==> src/design/irq_prio_cfg.svh <==
/*
  Register offsets, field positions, write masks and reset values for the
  interrupt priority register slice. Included by the package and the design.
*/
`ifndef IRQ_PRIO_CFG_SVH
`define IRQ_PRIO_CFG_SVH

`define PRIO_OFS_CAN_SPI 12'h000
`define PRIO_OFS_CAPTURE_DMA 12'h004
`define PRIO_OFS_TWOWIRE2 12'h008
`define PRIO_OFS_EXT_PINS 12'h00C
`define PRIO_OFS_ENCODER_PWM 12'h010
`define PRIO_OFS_SERIAL_ERRORS 12'h014
`define PRIO_OFS_CAN_TRANSMIT 12'h018
`define PRIO_OFS_FEATURES 12'h01C

`define PRIO_FIELD_HI 14
`define PRIO_FIELD_B 10
`define PRIO_FIELD_C 6
`define PRIO_FIELD_D 2
`define PRIO_FIELD_W 3

`define PRIO_FIELD_RESET 3'h4
`define PRIO_LEVEL_MAX 3'h7
`define PRIO_LEVEL_MIN 3'h1
`define PRIO_LEVEL_OFF 3'h0

`define PRIO_MASK_CAN_SPI 16'h7777
`define PRIO_MASK_CAPTURE_DMA 16'h0777
`define PRIO_MASK_MID_PAIR 16'h0770
`define PRIO_MASK_CAN_TRANSMIT 16'h0700

`define PRIO_RESET_CAN_SPI 16'h4444
`define PRIO_RESET_CAPTURE_DMA 16'h0444
`define PRIO_RESET_MID_PAIR 16'h0440
`define PRIO_RESET_CAN_TRANSMIT 16'h0400

`define AXI_RESP_OKAY 2'h0
`define AXI_RESP_SLVERR 2'h2

`endif

==> src/design/irq_prio_pkg.sv <==
/*
  Types shared by the priority register slice.
  Assumes the configuration header is on the include path.
*/
`include "irq_prio_cfg.svh"

package irq_prio_pkg;

  typedef logic [2:0] prio_t;

  typedef enum logic [1:0] {
    WR_IDLE = 2'h1,
    WR_RESP = 2'h2
  } wr_state_t;

  typedef enum logic [1:0] {
    RD_IDLE = 2'h1,
    RD_DATA = 2'h2
  } rd_state_t;

endpackage : irq_prio_pkg

==> src/design/irq_priority_regs_part.sv <==
/*
  Seven interrupt priority registers reached over an AXI4-Lite slave, with
  each source's effective priority driven out to the arbitration logic.
  Assumes a single 125 MHz clock, a synchronous active-low reset, and an
  AXI4-Lite master that keeps at most one write and one read outstanding.
*/
// Notes on behaviour
// - Each source has a 3-bit priority; value 7 is the highest level.
// - Value 1 is the lowest enabled level; 2 to 6 rise in order.
// - Value 0 disables the source entirely.
// - Unimplemented bits ignore writes and read back as zero.
// - Every field resets to 4 and is readable and writable.
// - CAN event at bits 14:12, CAN receive ready at 10:8.
// - Without a CAN controller the CAN sources stay disabled.
// - Second serial port event at 6:4, its error at 2:0.
// - Capture 4 at 10:8, capture 3 at 6:4, bits 15:11 unused.
// - Transfer channel 3 complete priority at bits 2:0 of that register.
// - Second two-wire master at 10:8, slave at 6:4, 3:0 unused.
// - External pin 4 at 10:8, pin 3 at 6:4, rest unused.
// - Encoder at 10:8, PWM special event match at 6:4.
// - UART B error at 10:8, UART A error at 6:4, 3:0 unused.
// - CAN transmit request at 10:8, all else unused.
`timescale 1ns/1ps
`default_nettype none
`include "irq_prio_cfg.svh"

module irq_priority_regs_part (
  input wire logic aclk,
  input wire logic aresetn,
  input wire logic can_present,
  input wire logic [11:0] s_axi_awaddr,
  input wire logic s_axi_awvalid,
  output logic s_axi_awready,
  input wire logic [31:0] s_axi_wdata,
  input wire logic [3:0] s_axi_wstrb,
  input wire logic s_axi_wvalid,
  output logic s_axi_wready,
  output logic [1:0] s_axi_bresp,
  output logic s_axi_bvalid,
  input wire logic s_axi_bready,
  input wire logic [11:0] s_axi_araddr,
  input wire logic s_axi_arvalid,
  output logic s_axi_arready,
  output logic [31:0] s_axi_rdata,
  output logic [1:0] s_axi_rresp,
  output logic s_axi_rvalid,
  input wire logic s_axi_rready,
  output logic [2:0] can_event_prio,
  output logic [2:0] can_rx_ready_prio,
  output logic [2:0] serial_port_b_event_prio,
  output logic [2:0] serial_port_b_error_prio,
  output logic [2:0] capture_four_prio,
  output logic [2:0] capture_three_prio,
  output logic [2:0] xfer_chan_three_prio,
  output logic [2:0] twowire_b_master_prio,
  output logic [2:0] twowire_b_slave_prio,
  output logic [2:0] ext_pin_four_prio,
  output logic [2:0] ext_pin_three_prio,
  output logic [2:0] encoder_prio,
  output logic [2:0] pwm_special_match_prio,
  output logic [2:0] uart_b_error_prio,
  output logic [2:0] uart_a_error_prio,
  output logic [2:0] can_tx_request_prio
);

  // Register storage; index order follows the offset constants.
  logic [15:0] prio_ctrl_can_spi_q, prio_ctrl_can_spi_d;
  logic [15:0] prio_ctrl_capture_dma_q, prio_ctrl_capture_dma_d;
  logic [15:0] prio_ctrl_twowire2_q, prio_ctrl_twowire2_d;
  logic [15:0] prio_ctrl_ext_pins_q, prio_ctrl_ext_pins_d;
  logic [15:0] prio_ctrl_encoder_pwm_q, prio_ctrl_encoder_pwm_d;
  logic [15:0] prio_ctrl_serial_errors_q, prio_ctrl_serial_errors_d;
  logic [15:0] prio_ctrl_can_transmit_q, prio_ctrl_can_transmit_d;
  logic can_present_q, can_present_d;
  // Readies and gated CAN levels are flops so that no output has logic after it.
  logic aw_ready_q, aw_ready_d;
  logic w_ready_q, w_ready_d;
  logic [2:0] can_event_prio_q, can_event_prio_d;
  logic [2:0] can_rx_ready_prio_q, can_rx_ready_prio_d;
  logic [2:0] can_tx_request_prio_q, can_tx_request_prio_d;

  irq_prio_pkg::wr_state_t wr_state_q, wr_state_d;
  irq_prio_pkg::rd_state_t rd_state_q, rd_state_d;
  logic aw_held_q, aw_held_d;
  logic w_held_q, w_held_d;
  logic [11:0] awaddr_q, awaddr_d;
  logic [31:0] wdata_q, wdata_d;
  logic [3:0] wstrb_q, wstrb_d;
  logic [1:0] bresp_q, bresp_d;
  logic [31:0] rdata_q, rdata_d;
  logic [1:0] rresp_q, rresp_d;

  logic aw_fire, w_fire, wr_go, rd_go;
  logic [11:0] wr_addr;
  logic [31:0] wr_data;
  logic [3:0] wr_strb;
  logic wr_hit;

  assign aw_fire = s_axi_awvalid && s_axi_awready;
  assign w_fire = s_axi_wvalid && s_axi_wready;
  assign wr_addr = aw_held_q ? awaddr_q : s_axi_awaddr;
  assign wr_data = w_held_q ? wdata_q : s_axi_wdata;
  assign wr_strb = w_held_q ? wstrb_q : s_axi_wstrb;
  assign wr_go = (wr_state_q == irq_prio_pkg::WR_IDLE) && (aw_held_q || aw_fire)
                 && (w_held_q || w_fire);
  assign rd_go = s_axi_arvalid && s_axi_arready;

  // Merge byte lanes 0 and 1 into the current register image.
  function automatic logic [15:0] merge(input logic [15:0] cur, input logic [31:0] dat,
                                        input logic [3:0] strb, input logic [15:0] mask);
    logic [15:0] nxt;
    nxt = cur;
    if (strb[0]) begin
      nxt[7:0] = dat[7:0];
    end
    if (strb[1]) begin
      nxt[15:8] = dat[15:8];
    end
    merge = nxt & mask;
  endfunction : merge

  always_comb begin
    aw_held_d = aw_held_q;
    w_held_d = w_held_q;
    awaddr_d = awaddr_q;
    wdata_d = wdata_q;
    wstrb_d = wstrb_q;
    wr_state_d = wr_state_q;
    bresp_d = bresp_q;
    wr_hit = 1'b1;
    prio_ctrl_can_spi_d = prio_ctrl_can_spi_q;
    prio_ctrl_capture_dma_d = prio_ctrl_capture_dma_q;
    prio_ctrl_twowire2_d = prio_ctrl_twowire2_q;
    prio_ctrl_ext_pins_d = prio_ctrl_ext_pins_q;
    prio_ctrl_encoder_pwm_d = prio_ctrl_encoder_pwm_q;
    prio_ctrl_serial_errors_d = prio_ctrl_serial_errors_q;
    prio_ctrl_can_transmit_d = prio_ctrl_can_transmit_q;
    if (aw_fire) begin
      aw_held_d = 1'b1;
      awaddr_d = s_axi_awaddr;
    end
    if (w_fire) begin
      w_held_d = 1'b1;
      wdata_d = s_axi_wdata;
      wstrb_d = s_axi_wstrb;
    end
    case (wr_state_q)
      irq_prio_pkg::WR_IDLE: begin
        if (wr_go) begin
          // Fields are laid out per register by the masks below.
          case (wr_addr)
            `PRIO_OFS_CAN_SPI: begin
              prio_ctrl_can_spi_d = merge(prio_ctrl_can_spi_q, wr_data, wr_strb,
                                          `PRIO_MASK_CAN_SPI);
            end
            `PRIO_OFS_CAPTURE_DMA: begin
              prio_ctrl_capture_dma_d = merge(prio_ctrl_capture_dma_q, wr_data, wr_strb,
                                              `PRIO_MASK_CAPTURE_DMA);
            end
            `PRIO_OFS_TWOWIRE2: begin
              prio_ctrl_twowire2_d = merge(prio_ctrl_twowire2_q, wr_data, wr_strb,
                                           `PRIO_MASK_MID_PAIR);
            end
            `PRIO_OFS_EXT_PINS: begin
              prio_ctrl_ext_pins_d = merge(prio_ctrl_ext_pins_q, wr_data, wr_strb,
                                           `PRIO_MASK_MID_PAIR);
            end
            `PRIO_OFS_ENCODER_PWM: begin
              prio_ctrl_encoder_pwm_d = merge(prio_ctrl_encoder_pwm_q, wr_data, wr_strb,
                                              `PRIO_MASK_MID_PAIR);
            end
            `PRIO_OFS_SERIAL_ERRORS: begin
              prio_ctrl_serial_errors_d = merge(prio_ctrl_serial_errors_q, wr_data, wr_strb,
                                                `PRIO_MASK_MID_PAIR);
            end
            `PRIO_OFS_CAN_TRANSMIT: begin
              prio_ctrl_can_transmit_d = merge(prio_ctrl_can_transmit_q, wr_data, wr_strb,
                                               `PRIO_MASK_CAN_TRANSMIT);
            end
            `PRIO_OFS_FEATURES: begin
              wr_hit = 1'b1;
            end
            default: begin
              wr_hit = 1'b0;
            end
          endcase
          bresp_d = wr_hit ? `AXI_RESP_OKAY : `AXI_RESP_SLVERR;
          aw_held_d = 1'b0;
          w_held_d = 1'b0;
          wr_state_d = irq_prio_pkg::WR_RESP;
        end
      end
      irq_prio_pkg::WR_RESP: begin
        if (s_axi_bready) begin
          wr_state_d = irq_prio_pkg::WR_IDLE;
        end
      end
      default: begin
        wr_state_d = irq_prio_pkg::WR_IDLE;
      end
    endcase
  end

  always_comb begin
    rd_state_d = rd_state_q;
    rdata_d = rdata_q;
    rresp_d = rresp_q;
    case (rd_state_q)
      irq_prio_pkg::RD_IDLE: begin
        if (rd_go) begin
          rresp_d = `AXI_RESP_OKAY;
          case (s_axi_araddr)
            `PRIO_OFS_CAN_SPI: rdata_d = {16'h0000, prio_ctrl_can_spi_q};
            `PRIO_OFS_CAPTURE_DMA: rdata_d = {16'h0000, prio_ctrl_capture_dma_q};
            `PRIO_OFS_TWOWIRE2: rdata_d = {16'h0000, prio_ctrl_twowire2_q};
            `PRIO_OFS_EXT_PINS: rdata_d = {16'h0000, prio_ctrl_ext_pins_q};
            `PRIO_OFS_ENCODER_PWM: rdata_d = {16'h0000, prio_ctrl_encoder_pwm_q};
            `PRIO_OFS_SERIAL_ERRORS: rdata_d = {16'h0000, prio_ctrl_serial_errors_q};
            `PRIO_OFS_CAN_TRANSMIT: rdata_d = {16'h0000, prio_ctrl_can_transmit_q};
            `PRIO_OFS_FEATURES: rdata_d = {31'h0, can_present_q};
            default: begin
              rdata_d = 32'h00000000;
              rresp_d = `AXI_RESP_SLVERR;
            end
          endcase
          rd_state_d = irq_prio_pkg::RD_DATA;
        end
      end
      irq_prio_pkg::RD_DATA: begin
        if (s_axi_rready) begin
          rd_state_d = irq_prio_pkg::RD_IDLE;
        end
      end
      default: begin
        rd_state_d = irq_prio_pkg::RD_IDLE;
      end
    endcase
  end

  // The presence strap is sampled after reset so it never feeds the reset path.
  assign can_present_d = can_present;

  assign aw_ready_d = (wr_state_d == irq_prio_pkg::WR_IDLE) && !aw_held_d;
  assign w_ready_d = (wr_state_d == irq_prio_pkg::WR_IDLE) && !w_held_d;
  assign can_event_prio_d = can_present_d ? prio_ctrl_can_spi_d[14:12]
                            : `PRIO_LEVEL_OFF;
  assign can_rx_ready_prio_d = can_present_d ? prio_ctrl_can_spi_d[10:8]
                               : `PRIO_LEVEL_OFF;
  assign can_tx_request_prio_d = can_present_d ? prio_ctrl_can_transmit_d[10:8]
                                 : `PRIO_LEVEL_OFF;

  always_ff @(posedge aclk) begin
    if (!aresetn) begin
      prio_ctrl_can_spi_q <= `PRIO_RESET_CAN_SPI;
      prio_ctrl_capture_dma_q <= `PRIO_RESET_CAPTURE_DMA;
      prio_ctrl_twowire2_q <= `PRIO_RESET_MID_PAIR;
      prio_ctrl_ext_pins_q <= `PRIO_RESET_MID_PAIR;
      prio_ctrl_encoder_pwm_q <= `PRIO_RESET_MID_PAIR;
      prio_ctrl_serial_errors_q <= `PRIO_RESET_MID_PAIR;
      prio_ctrl_can_transmit_q <= `PRIO_RESET_CAN_TRANSMIT;
      can_present_q <= 1'b0;
      wr_state_q <= irq_prio_pkg::WR_IDLE;
      rd_state_q <= irq_prio_pkg::RD_IDLE;
      aw_held_q <= 1'b0;
      w_held_q <= 1'b0;
      awaddr_q <= 12'h000;
      wdata_q <= 32'h00000000;
      wstrb_q <= 4'h0;
      bresp_q <= `AXI_RESP_OKAY;
      rdata_q <= 32'h00000000;
      rresp_q <= `AXI_RESP_OKAY;
      aw_ready_q <= 1'b1;
      w_ready_q <= 1'b1;
      can_event_prio_q <= `PRIO_LEVEL_OFF;
      can_rx_ready_prio_q <= `PRIO_LEVEL_OFF;
      can_tx_request_prio_q <= `PRIO_LEVEL_OFF;
    end else begin
      prio_ctrl_can_spi_q <= prio_ctrl_can_spi_d;
      prio_ctrl_capture_dma_q <= prio_ctrl_capture_dma_d;
      prio_ctrl_twowire2_q <= prio_ctrl_twowire2_d;
      prio_ctrl_ext_pins_q <= prio_ctrl_ext_pins_d;
      prio_ctrl_encoder_pwm_q <= prio_ctrl_encoder_pwm_d;
      prio_ctrl_serial_errors_q <= prio_ctrl_serial_errors_d;
      prio_ctrl_can_transmit_q <= prio_ctrl_can_transmit_d;
      can_present_q <= can_present_d;
      wr_state_q <= wr_state_d;
      rd_state_q <= rd_state_d;
      aw_held_q <= aw_held_d;
      w_held_q <= w_held_d;
      awaddr_q <= awaddr_d;
      wdata_q <= wdata_d;
      wstrb_q <= wstrb_d;
      bresp_q <= bresp_d;
      rdata_q <= rdata_d;
      rresp_q <= rresp_d;
      aw_ready_q <= aw_ready_d;
      w_ready_q <= w_ready_d;
      can_event_prio_q <= can_event_prio_d;
      can_rx_ready_prio_q <= can_rx_ready_prio_d;
      can_tx_request_prio_q <= can_tx_request_prio_d;
    end
  end

  // Handshake outputs come straight from ready flops and one-hot state bits.
  assign s_axi_awready = aw_ready_q;
  assign s_axi_wready = w_ready_q;
  assign s_axi_bvalid = wr_state_q[1];
  assign s_axi_bresp = bresp_q;
  assign s_axi_arready = rd_state_q[0];
  assign s_axi_rvalid = rd_state_q[1];
  assign s_axi_rdata = rdata_q;
  assign s_axi_rresp = rresp_q;

  // Level 0 is passed through as the disable code; levels 1 to 7 rank upward.
  assign can_event_prio = can_event_prio_q;
  assign can_rx_ready_prio = can_rx_ready_prio_q;
  assign serial_port_b_event_prio = prio_ctrl_can_spi_q[6:4];
  assign serial_port_b_error_prio = prio_ctrl_can_spi_q[2:0];
  assign capture_four_prio = prio_ctrl_capture_dma_q[10:8];
  assign capture_three_prio = prio_ctrl_capture_dma_q[6:4];
  assign xfer_chan_three_prio = prio_ctrl_capture_dma_q[2:0];
  assign twowire_b_master_prio = prio_ctrl_twowire2_q[10:8];
  assign twowire_b_slave_prio = prio_ctrl_twowire2_q[6:4];
  assign ext_pin_four_prio = prio_ctrl_ext_pins_q[10:8];
  assign ext_pin_three_prio = prio_ctrl_ext_pins_q[6:4];
  assign encoder_prio = prio_ctrl_encoder_pwm_q[10:8];
  assign pwm_special_match_prio = prio_ctrl_encoder_pwm_q[6:4];
  assign uart_b_error_prio = prio_ctrl_serial_errors_q[10:8];
  assign uart_a_error_prio = prio_ctrl_serial_errors_q[6:4];
  assign can_tx_request_prio = can_tx_request_prio_q;
endmodule : irq_priority_regs_part
`default_nettype wire

==> config.mk <==
export PLATFORM = sky130hd
export DESIGN_NAME = irq_priority_regs_part
export DESIGN_NICKNAME = d
export VERILOG_FILES = /design/src/design/irq_prio_pkg.sv /design/src/design/irq_priority_regs_part.sv
export VERILOG_INCLUDE_DIRS = /design/src /design/src/design
export SDC_FILE = /design/constraint.sdc
export NUM_CORES = 1
export LEC_CHECK = 0
export BUFFER_PORTS_ARGS = -buffer_cell sky130_fd_sc_hd__buf_2
export CAP_MARGIN = 20
export CORE_MARGIN = 4
export CORE_UTILIZATION = 25
export CTS_CLUSTER_SIZE = 25
export DETAILED_ROUTE_END_ITERATION = 12
export SLEW_MARGIN = 20
export SYNTH_ARGS = -nofsm -noshare
export SYNTH_HDL_FRONTEND = slang
export SYNTH_SLANG_ARGS = --single-unit
==> constraint.sdc <==
create_clock -name aclk -period 6.1 [get_ports aclk]
set_input_delay 0.61 -clock aclk [delete_from_list [all_inputs] [get_ports aclk]]
set_output_delay 0.61 -clock aclk [all_outputs]
set_load 0.01 [all_outputs]
==> metrics, run 1 <==
outcome=finished, final reports clean; largest net degree at the start of global routing=60; fraction of layout cells with a size suffix above 1=27.7%; critical path arrival=~3500 ps; FMAX=305 MHz; fin crit share=53.8%; Min Hold Slack=454 ps; RSZ-0062 raised after global routing=no; DP Wirelength=11,000 um; htree depth=3; Setup-failing EPs final=0; area of the mapped netlist=5180 um^2; Synth-to-Final Area Change=18.1%; Post-CTS Setup Bufs=0; final non-filler cell total=910; setup TNS=0 ps; Synth area leaders=dfxtp_1, mux2i_1, nand2_1, buf_4, mux2_2; Post-CTS Resized=0; Avg WL per Cell=16.2 um; die extent in y=152 um; Slew headroom=39.2%; met3 usage=under 10%; vias per cell=4.51; Syn. warnings=0; DRC errors left=0; leak pwr=0.00242 uW; Root Driver=clkbuf_16; clock sink count=106; crit path kind=register to register; vias=4,104; clk slew on worst S/H paths=70 ps; first-pass GRT wire length=23,600 um; grt ovf=0; DR iter-0 viols=180; CTS hold repair buffers=0; post-route ant nets=0; port bufs=approximately 110; Cells after Synth=between 500 and 600; vias in the first global route=3,959; row cnt=52; Starting Density=25.5%; CP max FO=17; post-layout min period=3280 ps; Ports=about 160; number of synthesized flops with an enable pin=0; fillers=about 2,200; GR Layer Usage met2=20.2%; Final nets=705; asr flop ratio synth=0%; Synth area leader=dfxtp_1; Required @ worst endpoint=6340 ps; CP Launch Type=register; clk_lat worst skew=360 ps; Slew Viols, Final=0; Peak VDD IR=0.163 mV; Worst Max-Slew Pin Slew=905 ps; area share of the largest cell type after synthesis=41.0%; Setup crit end kind=register; worst min-delay path category=register to register; register area share after synthesis=41.0%; maximum root-to-sink buffer count=2; total CTS buffers=9; max-capacitance violation count=0; syn avg cell area=9.42 um^2; Die ar.=between 20,000 and 25,000 um^2; GP Congestion=0.752; CTS tree=done; clock skew=approximately 8.6 ps; Cell variety after synth=between 60 and 70; Post-synth top flop=dfxtp_1; drt first pass iters=4; gr usage total=12.8%; Final Hold Fails=0; dpl cells=894; met1 GRT Util=17.2%; GR peak layer=met2; post-layout util=30.1%; final wirelength=14,800 um; Power Density=281 nW/um^2; core area=20,300 um^2; # diodes=0; number of antenna violations at the first check in global routing=0; post-synthesis register bit count=106; Die W=~150 um
placed cells by master (no fill, tap or decap), types with 7 or more instances in the layout:
| master | count |
|---|---|
| nand2_1 | 119 |
| buf_2 | 112 |
| dfxtp_1 | 106 |
| mux2i_1 | 60 |
| a21oi_1 | 38 |
| conb_1 | 22 |
| nor2_1 | 20 |
| mux2_2 | 20 |
| o21ai_0 | 9 |
| clkbuf_16 | 9 |
| and2_1 | 8 |
| nor2b_1 | 7 |
final cells by class:
class                   instances  area, um^2  share of cell area (%)
multi-input cells             397        2750                    44.9
repair buffers                115         583                    9.53
clock inverters                 5        52.6                   0.859
well taps                     270         338                    5.52
clock buffers                  11         253                    4.13
flip-flops and latches        106        2120                    34.7
inverters                       6        22.5                   0.368
per-stage QoR:
| stage | total power, uW | worst slack (ps) | area (um^2) |
|---|---|---|---|
| after floorplan | 1060 | 3860 | 5260 |
| after global placement | 1130 | 2830 | 5810 |
| after detailed placement | 1140 | 2830 | 5810 |
| after CTS | 1740 | 2810 | 6120 |
| after global routing | 1810 | 2650 | 6120 |
| final | 1720 | 2820 | 6120 |
final timing paths:
kind,depth (start not counted),slack (ps),startpoint,to
worst max-delay path,5,2820,aw_held_q$_SDFF_PN0_,can_event_prio[2]$_SDFF_PN0_
worst min-delay path,2,450,s_axi_rdata[2]$_SDFFE_PN0P_,s_axi_rdata[2]$_SDFFE_PN0P_
worst max register to register,5,2820,aw_held_q$_SDFF_PN0_,can_event_prio[2]$_SDFF_PN0_
worst min register to register,2,450,s_axi_rdata[2]$_SDFFE_PN0P_,s_axi_rdata[2]$_SDFFE_PN0P_
worst max-delay path, cell delays in order, from the launching register on:
cell      delay (ps)
dfxtp_1          780
nor4b_2          350
nand2_1          520
a211oi_2         870
buf_4            310
mux2_2           340
cells in the mapped netlist (all sizes together), types with 7 or more instances:
| cell type | n |
|---|---|
| dfxtp | 106 |
| mux2i | 62 |
| mux2 | 22 |
| nor2 | 20 |
| o21ai | 11 |
| nor2b | 7 |
| and2 | 8 |
| a21oi | 38 |
| nand2 | 119 |
| clkbuf | 25 |
| buf | 37 |
metal layers:
metal | wire, um | vias to the layer above | part of all wire, %
li1 | - | 2051 | -
met1 | 6820 | 1928 | 46
met2 | 6930 | 107 | 47
met3 | 848 | 18 | 5.7
met4 | 181 | 0 | 1.2
met5 | 0 | - | 0
power by group:
group | switching (uW) | total (uW) | internal [uW]
registers | 52.1 | 788 | 736
logic | 208 | 331 | 123
clock network | 258 | 597 | 339
total | 519 | 1720 | 1200
logic make-up (layout without fill, tap and decap cells):
group / count (synthesis) / count (layout) / share of synthesized area (%)
AO/OA/AOI/OAI: 91 / 91 / 14.5
adder cells (fa/ha/maj): 2 / 2 / 0.483
buffers and inverters: 68 / 137 / 7.56
flip-flops: 106 / 106 / 41.0
multiplexers: 87 / 87 / 18.4
other: 1 / 22 / 0.0724
AND/OR/NAND/NOR: 195 / 195 / 18.0
state kept, by name (all words and copies together), names as in the netlist, 2 cells and up:
signal / count
prio_ctrl_can_spi_q: 12
prio_ctrl_ext_pins_q: 6
prio_ctrl_twowire2_q: 6
prio_ctrl_can_transmit_q: 3
awaddr_q: 12
prio_ctrl_serial_errors_q: 6
wdata_q: 12
can_rx_ready_prio: 3
prio_ctrl_capture_dma_q: 9
rd_state_q: 2
wstrb_q: 2
wr_state_q: 2
can_tx_request_prio: 3
s_axi_rdata: 12
can_event_prio: 3
prio_ctrl_encoder_pwm_q: 6
Power figures use the tool's default switching activity.
==> run 2: changes to the inputs <==
ABC_AREA = 1   (was not set)
clock period = 2.7 ns   (was 6.1 ns; I/O delays follow)
==> metrics, run 2 <==
outcome=finished, final reports clean; largest family of logic cells by synthesized area=simple AND/OR/NAND/NOR gates; Root Driver=clkbuf_16; grt ovf=0; crit path kind=register to register; Setup crit end kind=register; drt first pass iters=5; leak pwr=0.00312 uW; number of synthesized flops with an enable pin=0; maximum root-to-sink buffer count=2; cell internal pwr=2640 uW; most frequent cells in the layout=nand2_1, nor2_1, buf_2; vias in the first global route=around 4,600; clock share of power=32.1%; clock skew=8.81 ps; gr usage total=13.2%; Worst Max-Slew Pin Slew=697 ps; Final Hold Fails=0; mux share of post-synthesis cell area=1.50%; Syn. warnings=0; row cnt=53; crit-path most repeated cell=nand2_1; Avg WL per Cell=13.4 um; total CTS buffers=9; Slew headroom=52.2%; post-layout power=4020 uW; CP peak stage delay=590 ps; compound-cell area share of the yosys netlist=6.69%; core area=about 21,000 um^2; max-capacitance violation count=0; CTS hold repair buffers=0; Starting Density=between 20% and 30%; Power Density=between 600 and 700 nW/um^2; Sw Ratio=34.2%; Die ar.=23,800 um^2; most common cell after layout, fill and taps aside=nand2_1; Post-Synth XOR/XNOR Area=0%; vias=between 5,000 and 6,000; final wirelength=15,800 um; largest net degree at the start of global routing=66; critical path's slowest cell=dfxtp_1; fraction of layout cells with a size suffix above 1=a little under a fifth; Reg-to-Reg Start=aw_held_q$_SDFF_PN0_; Synth top cells by count=nand2_1, nor2_1, dfxtp_1, inv_1, nand3_1; RSZ-0062 raised after global routing=no; worst min-delay path startpoint=s_axi_awaddr[11]; first-pass GRT wire length=roughly 25,000 um; Combinational Power Share=23.8%; Ports=around 160; htree depth=3; clk_lat worst skew=360 ps; GP Congestion=about 0.83; Cell variety after synth=28; CP Launch Type=register; sequential share of power=44.1%; Final nets=972; CP startpoint=aw_held_q$_SDFF_PN0_; Sw Pwr=1370 uW; post-synthesis adder-cell area fraction=0.468%; hold path cells=3; register area share after synthesis=39.7%; count leader, synth=nand2_1; final non-filler cell total=approximately 1,200; Post-CTS Resized=0; CP max FO=22; Synth-to-Final Area Change=19.2%; vias per cell=4.29; die extent in y=154 um; post-layout min period=~2200 ps; fin crit share=about four fifths; DP Wirelength=roughly 12,000 um; clock sink count=roughly 110; Synth Area in Simple Gates=37.4%; area share of the largest cell type after synthesis=39.7%; clk slew on worst S/H paths=80 ps; Required @ worst endpoint=2990 ps; reg2reg setup slack=490 ps; post-route ant nets=0; Synth area leader=dfxtp_1; CTS tree=done; Peak VDD IR=0.340 mV; Worst R2R Path Depth=10; port bufs=112; Post-CTS Setup Bufs=0; Setup-failing EPs final=0; critical-path cell list=inv_2 > nand2_1 > nand2_1 > a21oi_2 > nand3_2 > nor2_4 > nand3_1 > nand2_1 > inv_1 > nor2_1; FMAX=452 MHz; Cells after Synth=approximately 800; post-synthesis register bit count=106; asr flop ratio synth=0%; Die W=between 150 and 200 um; setup TNS=0 ps; Hold Crit Endpoint=awaddr_q[11]$_SDFFE_PN0P_; Synth area leaders=dfxtp_1, nand2_1, nor2_1, inv_1, nand3_1; DRC errors left=0; Post-synth top flop=dfxtp_1; critical path arrival=2510 ps; syn avg cell area=around 6.7 um^2; worst min-delay path category=primary input to register; dpl cells=1,166; area of the mapped netlist=5350 um^2; reg2reg end=prio_ctrl_twowire2_q[4]$_SDFFE_PN0P_; DR iter-0 viols=360; # diodes=0; number of antenna violations at the first check in global routing=2; Slew Viols, Final=0
run 2: per-layer routing:
layer	GRT usage (%)	vias up	wire length [um]
met5	0	-	14
met4	2.27	4	132
met3	4.31	14	1080
met2	21.1	129	7180
met1	17.7	2245	7430
li1	-	2679	-
run 2: kinds of logic after synthesis:
logic type / count (synthesis)
adders and majority gates: 2
DFF: 106
AOI/OAI and AO/OA: 68
other: 1
buffers and inverters: 165
muxes: 8
and+or+nand+nor: 452
run 2: area by class of cell:
cell class              instances  area [um^2]
clock inverters                 6         47.5
flip-flops and latches        106         2120
well taps                     275          344
inverters                     107          402
repair buffers                126          678
fillers                      2333        14600
multi-input cells             552         2540
clock buffers                  10          239
run 2: how the worst max path moves through the flow:
stage	end	slack, ps	cells past startpoint
final	prio_ctrl_twowire2_q[4]$_SDFFE_PN0P_	490	10
after global placement	prio_ctrl_twowire2_q[4]$_SDFFE_PN0P_	570	10
after global routing	prio_ctrl_capture_dma_q[5]$_SDFFE_PN0P_	240	10
after floorplan	prio_ctrl_encoder_pwm_q[4]$_SDFFE_PN0P_	1160	7
after CTS	prio_ctrl_twowire2_q[4]$_SDFFE_PN0P_	470	10
after detailed placement	prio_ctrl_twowire2_q[4]$_SDFFE_PN0P_	500	10
run 2: power groups by stage:
stage | Sequential (uW) | Combinational (uW) | Clock, uW
after floorplan | 1800 | 710 | 0
after global placement | 1810 | 944 | 0
after detailed placement | 1810 | 950 | 0
after CTS | 1770 | 954 | 1340
after global routing | 1790 | 1080 | 1390
final | 1770 | 954 | 1290
run 2: stage by stage:
step	hold slack (ps)	worst slack [ps]	util (%)	area (um^2)
after floorplan	380	1160	-	5430
after CTS	159	468	30.3	6380
after global placement	446	565	29.0	6090
final	173	489	30.3	6380
after global routing	174	237	30.3	6380
after detailed placement	444	502	29.0	6090
run 2: critical path, delay by kind of cell (launching register included):
kind,cells,cell delay [ps]
buffers and inverters,2,190
AOI/OAI and AO/OA,1,130
and+or+nand+nor,7,1220
DFF,1,590
